$ cat config.mk
export PLATFORM = sky130hd
export DESIGN_NAME = pwmovr_top
export DESIGN_NICKNAME = d
export VERILOG_FILES = /design/src/logic/pwmovr_gen.v /design/src/logic/pwmovr_top.v
export VERILOG_INCLUDE_DIRS = /design/src /design/src/logic
export SDC_FILE = /design/constraint.sdc
export NUM_CORES = 1
export LEC_CHECK = 0
export BUFFER_PORTS_ARGS = -buffer_cell sky130_fd_sc_hd__buf_4
export CAP_MARGIN = 20
export CORE_MARGIN = 8
export CORE_UTILIZATION = 25
export CTS_BUF_LIST = sky130_fd_sc_hd__clkbuf_2 sky130_fd_sc_hd__clkbuf_4 sky130_fd_sc_hd__clkbuf_8
export CTS_CLUSTER_DIAMETER = 50
export DETAILED_ROUTE_END_ITERATION = 8
export SYNTH_ARGS = -nofsm -noshare
export SYNTH_HDL_FRONTEND = slang
export SYNTH_SLANG_ARGS = --single-unit
$ cat constraint.sdc
create_clock -name CORE_CLK -period 4 [get_ports CORE_CLK]
set_clock_uncertainty 0.1 [all_clocks]
set_input_delay 0.4 -clock CORE_CLK [delete_from_list [all_inputs] [get_ports CORE_CLK]]
set_output_delay 0.4 -clock CORE_CLK [all_outputs]
set_load 0.02 [all_outputs]
$ cat src/logic/pwmovr_map.vh
`ifndef PWMOVR_MAP_VH
`define PWMOVR_MAP_VH

// Register word indices; the byte address is four times the index.
`define PWMOVR_ADDR_OVERRIDE 4'h0
`define PWMOVR_ADDR_DUTY1    4'h1
`define PWMOVR_ADDR_DUTY2    4'h2
`define PWMOVR_ADDR_DUTY3    4'h3
`define PWMOVR_ADDR_DUTY4    4'h4
`define PWMOVR_ADDR_CONTROL  4'h5
`define PWMOVR_ADDR_PERIOD   4'h6
`define PWMOVR_ADDR_TIMEBASE 4'h7

// Reset values.
`define PWMOVR_RST_OVERRIDE 16'hFF00
`define PWMOVR_RST_DUTY     16'h0000
`define PWMOVR_RST_CONTROL  2'h0
`define PWMOVR_RST_PERIOD   16'hFFFF

// Field positions.
`define PWMOVR_SEL_HI   15
`define PWMOVR_SEL_LO   8
`define PWMOVR_LVL_HI   7
`define PWMOVR_LVL_LO   0
`define PWMOVR_CTL_SYNC 1
`define PWMOVR_CTL_BUFFER_UPDATE_BLOCK 0

// AXI responses.
`define PWMOVR_RESP_OKAY   2'h0
`define PWMOVR_RESP_SLVERR 2'h2

`endif

$ cat src/logic/pwmovr_gen.v
`timescale 1ns/1ps
`default_nettype none

// One generator: active while the time base is below the active duty.
module pwmovr_gen (
	input  wire        clk,
	input  wire        rst,
	input  wire [15:0] time_base,
	input  wire [15:0] duty,
	output reg         wave_ff
);

	// Registered compare keeps the waveform glitch free at the pins.
	always @(posedge clk) begin
		if (rst) begin
			wave_ff <= 1'b0;
		end else begin
			wave_ff <= (time_base < duty);
		end
	end

endmodule

`default_nettype wire

$ cat src/logic/pwmovr_top.v
`timescale 1ns/1ps
`default_nettype none
`include "pwmovr_map.vh"

// Override stage and duty holding registers of a four pair PWM unit.
module pwmovr_top (
	input  wire        CORE_CLK,
	input  wire        RST,
	input  wire [31:0] S_AXI_AWADDR,
	input  wire        S_AXI_AWVALID,
	output wire        S_AXI_AWREADY,
	input  wire [31:0] S_AXI_WDATA,
	input  wire [3:0]  S_AXI_WSTRB,
	input  wire        S_AXI_WVALID,
	output wire        S_AXI_WREADY,
	output reg  [1:0]  S_AXI_BRESP,
	output reg         S_AXI_BVALID,
	input  wire        S_AXI_BREADY,
	input  wire [31:0] S_AXI_ARADDR,
	input  wire        S_AXI_ARVALID,
	output wire        S_AXI_ARREADY,
	output reg  [31:0] S_AXI_RDATA,
	output reg  [1:0]  S_AXI_RRESP,
	output reg         S_AXI_RVALID,
	input  wire        S_AXI_RREADY,
	output reg  [7:0]  PWM_OUT
);

	// Word index from a byte address; unmapped only when above top, low two bits ignored.
	function [3:0] word_idx;
		input [31:0] addr;
		begin
			// Unmapped addresses fall on an index that no register owns.
			word_idx = (addr[31:5] == 27'h0000000) ? addr[5:2] : 4'hF;
		end
	endfunction

	// True when a byte address names one of the mapped registers.
	function mapped;
		input [31:0] addr;
		begin
			mapped = (addr[31:5] == 27'h0000000);
		end
	endfunction

	// Merges write data into a 16 bit register by byte strobes.
	function [15:0] merge16;
		input [15:0] old;
		input [31:0] data;
		input [3:0]  strb;
		begin
			merge16[7:0]  = strb[0] ? data[7:0] : old[7:0];
			merge16[15:8] = strb[1] ? data[15:8] : old[15:8];
		end
	endfunction

	reg  [15:0] ovr_ff;       // Override register as software wrote it.
	reg  [15:0] ovr_act_ff;   // Override value the pins obey.
	reg  [15:0] duty_buf_ff [0:3]; // Duty buffers seen by software.
	reg  [15:0] duty_act_ff [0:3]; // Duty values the generators use.
	reg  [15:0] period_ff;    // Period buffer.
	reg  [15:0] period_act_ff; // Active period.
	reg  [1:0]  ctl_ff;       // Sync select and update block bits.
	reg  [15:0] tb_ff;        // PWM time base.
	reg         aw_full_ff;   // Write address held.
	reg         w_full_ff;    // Write data held.
	reg  [31:0] awaddr_ff;    // Held write address.
	reg  [31:0] wdata_ff;     // Held write data.
	reg  [3:0]  wstrb_ff;     // Held write strobes.
	wire [7:0]  wave;         // Generator waveforms, pair order 4H..1L.
	wire        tb_wrap;      // Time base at end of period.
	wire        do_write;     // Both halves of a write are held.
	wire [3:0]  duty_sel;     // Duty buffer named by the held write address.
	integer     i;            // Loop index of the register file.
	integer     j;            // Loop index of the buffer transfer.
	integer     k;            // Loop index of the pin mux.

	// Duty words follow the override word, so index one is buffer zero.
	assign duty_sel      = word_idx(awaddr_ff) - 4'h1;

	assign tb_wrap       = (tb_ff >= period_act_ff);
	assign do_write      = aw_full_ff && w_full_ff && !S_AXI_BVALID;
	assign S_AXI_AWREADY = !aw_full_ff && !S_AXI_BVALID;
	assign S_AXI_WREADY  = !w_full_ff && !S_AXI_BVALID;
	assign S_AXI_ARREADY = !S_AXI_RVALID;

	// Four generators; each pair drives its high and low pin together.
	genvar g;
	generate
		for (g = 0; g < 4; g = g + 1) begin : gen_pair
			pwmovr_gen u_gen (
				.clk       (CORE_CLK),
				.rst       (RST),
				.time_base (tb_ff),
				.duty      (duty_act_ff[g]),
				.wave_ff   (wave[2*g+1])
			);
			// Low side is the complement; dead time lives elsewhere.
			assign wave[2*g] = !wave[2*g+1];
		end
	endgenerate

	// Write channel: address and data are taken in either order.
	always @(posedge CORE_CLK) begin
		if (RST) begin
			aw_full_ff   <= 1'b0;
			w_full_ff    <= 1'b0;
			awaddr_ff    <= 32'h00000000;
			wdata_ff     <= 32'h00000000;
			wstrb_ff     <= 4'h0;
			S_AXI_BVALID <= 1'b0;
			S_AXI_BRESP  <= `PWMOVR_RESP_OKAY;
		end else begin
			if (S_AXI_AWVALID && S_AXI_AWREADY) begin
				aw_full_ff <= 1'b1;
				awaddr_ff  <= S_AXI_AWADDR;
			end
			if (S_AXI_WVALID && S_AXI_WREADY) begin
				w_full_ff <= 1'b1;
				wdata_ff  <= S_AXI_WDATA;
				wstrb_ff  <= S_AXI_WSTRB;
			end
			if (do_write) begin
				aw_full_ff   <= 1'b0;
				w_full_ff    <= 1'b0;
				S_AXI_BVALID <= 1'b1;
				S_AXI_BRESP  <= mapped(awaddr_ff) ? `PWMOVR_RESP_OKAY
				                                  : `PWMOVR_RESP_SLVERR;
			end else if (S_AXI_BVALID && S_AXI_BREADY) begin
				S_AXI_BVALID <= 1'b0;
			end
		end
	end

	// Register file; writes land one cycle after both halves are held.
	always @(posedge CORE_CLK) begin
		if (RST) begin
			ovr_ff    <= `PWMOVR_RST_OVERRIDE;
			ctl_ff    <= `PWMOVR_RST_CONTROL;
			period_ff <= `PWMOVR_RST_PERIOD;
			for (i = 0; i < 4; i = i + 1) begin
				duty_buf_ff[i] <= `PWMOVR_RST_DUTY;
			end
		end else if (do_write && mapped(awaddr_ff)) begin
			case (word_idx(awaddr_ff))
			`PWMOVR_ADDR_OVERRIDE: begin
				ovr_ff <= merge16(ovr_ff, wdata_ff, wstrb_ff);
			end
			`PWMOVR_ADDR_DUTY1, `PWMOVR_ADDR_DUTY2,
			`PWMOVR_ADDR_DUTY3, `PWMOVR_ADDR_DUTY4: begin
				duty_buf_ff[duty_sel[1:0]] <=
					merge16(duty_buf_ff[duty_sel[1:0]],
					        wdata_ff, wstrb_ff);
			end
			`PWMOVR_ADDR_CONTROL: begin
				if (wstrb_ff[0]) begin
					ctl_ff <= wdata_ff[1:0];
				end
			end
			`PWMOVR_ADDR_PERIOD: begin
				period_ff <= merge16(period_ff, wdata_ff, wstrb_ff);
			end
			default: begin
				// Time base is read only; other words ignore writes.
			end
			endcase
		end
	end

	// Time base and transfer of buffers into the active generator.
	always @(posedge CORE_CLK) begin
		if (RST) begin
			tb_ff         <= 16'h0000;
			period_act_ff <= `PWMOVR_RST_PERIOD;
			for (j = 0; j < 4; j = j + 1) begin
				duty_act_ff[j] <= `PWMOVR_RST_DUTY;
			end
		end else begin
			tb_ff <= tb_wrap ? 16'h0000 : tb_ff + 16'h0001;
			// Transfers happen at period end so a cycle is never torn.
			if (tb_wrap && !ctl_ff[`PWMOVR_CTL_BUFFER_UPDATE_BLOCK]) begin
				period_act_ff <= period_ff;
				for (j = 0; j < 4; j = j + 1) begin
					duty_act_ff[j] <= duty_buf_ff[j];
				end
			end
		end
	end

	// Override transfer: at period end when synced, else next cycle.
	always @(posedge CORE_CLK) begin
		if (RST) begin
			ovr_act_ff <= `PWMOVR_RST_OVERRIDE;
		end else if (!ctl_ff[`PWMOVR_CTL_SYNC] || tb_wrap) begin
			ovr_act_ff <= ovr_ff;
		end
	end

	// Pin mux; bit k of each byte is the pin, 7 is pair 4 high.
	always @(posedge CORE_CLK) begin
		if (RST) begin
			PWM_OUT <= 8'h00;
		end else begin
			// Pin k, wave k and bit k of each byte name the same output.
			for (k = 0; k < 8; k = k + 1) begin
				if (ovr_act_ff[`PWMOVR_SEL_LO + k]) begin
					PWM_OUT[k] <= wave[k];
				end else begin
					PWM_OUT[k] <= ovr_act_ff[`PWMOVR_LVL_LO + k];
				end
			end
		end
	end

	// Read channel: one cycle from address to data.
	always @(posedge CORE_CLK) begin
		if (RST) begin
			S_AXI_RVALID <= 1'b0;
			S_AXI_RDATA  <= 32'h00000000;
			S_AXI_RRESP  <= `PWMOVR_RESP_OKAY;
		end else if (S_AXI_ARVALID && S_AXI_ARREADY) begin
			S_AXI_RVALID <= 1'b1;
			S_AXI_RRESP  <= mapped(S_AXI_ARADDR) ? `PWMOVR_RESP_OKAY
			                                     : `PWMOVR_RESP_SLVERR;
			case (word_idx(S_AXI_ARADDR))
			`PWMOVR_ADDR_OVERRIDE: S_AXI_RDATA <= {16'h0000, ovr_ff};
			`PWMOVR_ADDR_DUTY1:    S_AXI_RDATA <= {16'h0000, duty_buf_ff[0]};
			`PWMOVR_ADDR_DUTY2:    S_AXI_RDATA <= {16'h0000, duty_buf_ff[1]};
			`PWMOVR_ADDR_DUTY3:    S_AXI_RDATA <= {16'h0000, duty_buf_ff[2]};
			`PWMOVR_ADDR_DUTY4:    S_AXI_RDATA <= {16'h0000, duty_buf_ff[3]};
			`PWMOVR_ADDR_CONTROL:  S_AXI_RDATA <= {30'h00000000, ctl_ff};
			`PWMOVR_ADDR_PERIOD:   S_AXI_RDATA <= {16'h0000, period_ff};
			`PWMOVR_ADDR_TIMEBASE: S_AXI_RDATA <= {16'h0000, tb_ff};
			default:               S_AXI_RDATA <= 32'h00000000;
			endcase
		end else if (S_AXI_RVALID && S_AXI_RREADY) begin
			S_AXI_RVALID <= 1'b0;
		end
	end

endmodule

`default_nettype wire

==> results.ini <==
[clocking]
path_clk_slew_ps=60
cts_tree=yes
cts_buffers=49
cts-root-buf=clkbuf_8
cts-htree-levels=2
clock_latency_ps=580
post_cts_buffers=0
clkSinkCount=292
cts_buffer_depth=3

[sta]
max_freq_ghz=0.333
fin_crit_ps=3000
fin_crit_sh_pct=75.0
tightest_slew_ps=966
drv_slew=0
hold_viol_final=0
slew_headroom_pct=35.3
fin_tns_setup_ps=0
rsz0062_at_grt=no
setup-violations-final=0

[synthesis]
synthFlopType=dfxtp_1
ys_types=56
synth_area_um2=13700
synth_edf_count=128
seq_area_frac_synth_pct=52.0
synth_top_area_cell=edfxtp_1
ys_ff_latch=292
synthCells=1341
synth_top_area_share_pct=28.1
synth.area.top_cells=edfxtp_1 28%, dfxtp_1 24%, ha_1 7.0%
synthArstFlopShare_pct=0
ys_warn_count=0
avgSynthCellArea_um2=10.2

[critical_path]
cpMaxStageDelayCell=dfxtp_1
worstPathCellList=ha_1 > and4_1 > a21o_1 > a311o_1 > a21oi_2 > buf_4 > nor2_2 > buf_4 > and2_1
critPathBufInv=2
critical-path-top-delay-family=flip-flops
critPathMaxStageDelay_ps=680
crit_arrival_ps=3220
worstPathRequired_ps=4220
endpoint_kind=flip-flop
crit_fanout=64
start_kind=flip-flop
crit_path_frequent_cell=buf_4
criticalPathCategory=reg2reg

[route]
wl_per_cell_um=16.2
viasPerCell=4.55
wl_um=36600
drtIter0Drc=694
drtPass1Iterations=5
ant_nets=0
vias=10266
drc=0

[pwr]
p_sw_mw=1.55
leakagePower_nw=7.09
p_sw_share_pct=23.9
p_clk_share_pct=42.9
intPower_mw=4.94
p_per_area_nw_per_um2=387
vdd_drop_max_mv=0.216
seqPwrFrac_pct=50.3
pwr-share-comb_pct=6.8

[layout]
antenna_cells=0
drive_gt1_share_pct=16.0
final_core_utilization_pct=31.1
area_growth_pct=22.6
final_nets=1705
stdcell_area_um2=16800

[global_route]
groute.usage.overall_pct=11.4
grt_max_degree=65
grt_pass1_wl_um=58200
gr-total-overflow=0
antenna_found_initial=1
grt_pass1_vias=10446

[floorplan]
core_um2=54000
die_area_um2=62500
num_io_pins=156
die-height_um=250
start_util_pct=25.3
num_rows=85
die_w_um=250

[outcome]
status=complete, no violations

[hold_path]
holdCritPathClass=in2reg

[place]
port_buffers=115
hpwl_um=26900
gp_congestion=0.805
dpl-instance-area_um2=15300

[job]
drv_cap=0

==> cells in the mapped netlist (24+ instances only) <==
master / n
a21oi_1: 99
a22oi_1: 29
and2_1: 113
and3_1: 24
clkbuf_1: 44
dfxtp_1: 164
edfxtp_1: 128
ha_1: 77
inv_1: 93
mux2i_1: 30
nand2_1: 115
nand2b_1: 25
nand3_1: 25
nor2_1: 112
nor3_1: 40
==> worst register-to-register path, delay by kind of cell (launching register included) <==
family | cells | cell delay (ps)
adder cells (fa/ha/maj) | 1 | 340
buffers and inverters | 2 | 540
AO/OA/AOI/OAI | 3 | 600
flip-flops | 1 | 680
AND/OR/NAND/NOR | 3 | 480
==> cell usage in the layout, fill, tap and decap left out, drive strengths merged, types with 4 or more instances in the layout <==
master       synthesis  final
nor2b                6      6
o2111ai              4      4
inv                 93     93
clkbuf              46     67
and2               113    113
nand2b              25     25
dlygate4sd3          0     51
a31oi                7      7
nor3                41     41
nand4               11     11
edfxtp             128    128
xnor2                8      8
dfxtp              164    164
a222oi              17     17
a21oi              100    100
o21ai               13     13
nor4                22     22
ha                  77     77
buf                 36    143
a21o                18     18
or2                  5      5
nand3               26     26
nand2              115    115
a22o                16     16
nor2               112    112
a22oi               29     29
o211ai               5      5
mux2i               30     30
and3                24     24
xor2                 7      7
clkinv               0     19
conb                 1     18
a211o                9      9
a211oi              11     11
==> area by class of cell <==
type	count	area, um^2
Clock inverter	24	188
Clock buffer	67	841
Tap cell	696	871
Fill cell	5559	37200
Timing Repair Buffer	194	1590
Sequential cell	292	7130
Inverter	93	349
Multi-Input combinational cell	891	5830
==> registers in the layout, summed over array words and instances (netlist names), 4 cells and up <==
register                count
ovr_act_ff                 16
period_ff                  16
PWM_OUT                     8
duty_buf_ff                64
awaddr_ff                  30
S_AXI_RDATA                16
duty_act_ff                64
tb_ff                      16
gen_pair.u_gen.wave_ff      4
wdata_ff                   16
ovr_ff                     16
period_act_ff              16
==> metal layers <==
layer / vias to the layer above / global-route usage [%] / wire length (um)
li1: 5065 / - / -
met1: 4849 / 14.1 / 15900
met2: 283 / 19.8 / 17700
met3: 69 / 2.23 / 2010
met4: 0 / 3.71 / 971
met5: - / 0 / 0
==> repair_timing <==
| item | CTS | global route |
|---|---|---|
| resized for setup | 0 | 0 |
| endpoints found under the hold margin | 50 | 0 |
| hold buffers | 51 | 0 |
==> logic make-up after synthesis <==
logic type	after synthesis	synth area share, %
AOI/OAI and AO/OA	241	11.8
xor gates and xnor gates	15	0.959
adders and majority gates	77	7.03
buffers and inverters	175	5.91
DFF	292	52.0
muxes	30	2.19
other	1	0.0274
and+or+nand+nor	510	20.0
==> power groups by stage <==
| stage | combinational, mW | sequential (mW) | clock (mW) |
|---|---|---|---|
| 2_1_floorplan | 0.251 | 3.31 | 0 |
| 3_3_place_gp | 0.396 | 3.33 | 0 |
| 3_5_place_dp | 0.404 | 3.33 | 0 |
| 4_1_cts | 0.446 | 3.27 | 2.84 |
| 5_1_grt | 0.491 | 3.28 | 2.98 |
| 6_report | 0.443 | 3.27 | 2.79 |
==> path summary, 6_finish.rpt <==
check / startpoint / to / slack, ps / cells past startpoint
worst max-delay path: tb_ff[8] / duty_act_ff[3][9] / 1000 / 9
worst min-delay path: RST / ovr_ff[7] / 130 / 2
worst max register to register: tb_ff[8] / duty_act_ff[3][9] / 1000 / 9
worst min register to register: awaddr_ff[15] / awaddr_ff[15] / 360 / 2
==> through the flow <==
stage                     power [mW]  std cells  setup slack (ps)  hold WS, ps
after CTS                       6.55       2257              1010         99.4
after global placement          3.72       2115              1040          345
after global routing            6.75       2257               788          135
after floorplan                 3.56       1358               390          317
final                           6.50       2257              1000          133
after detailed placement        3.73       2115              1040          349
No activity file was read; power rests on OpenSTA's default activity.
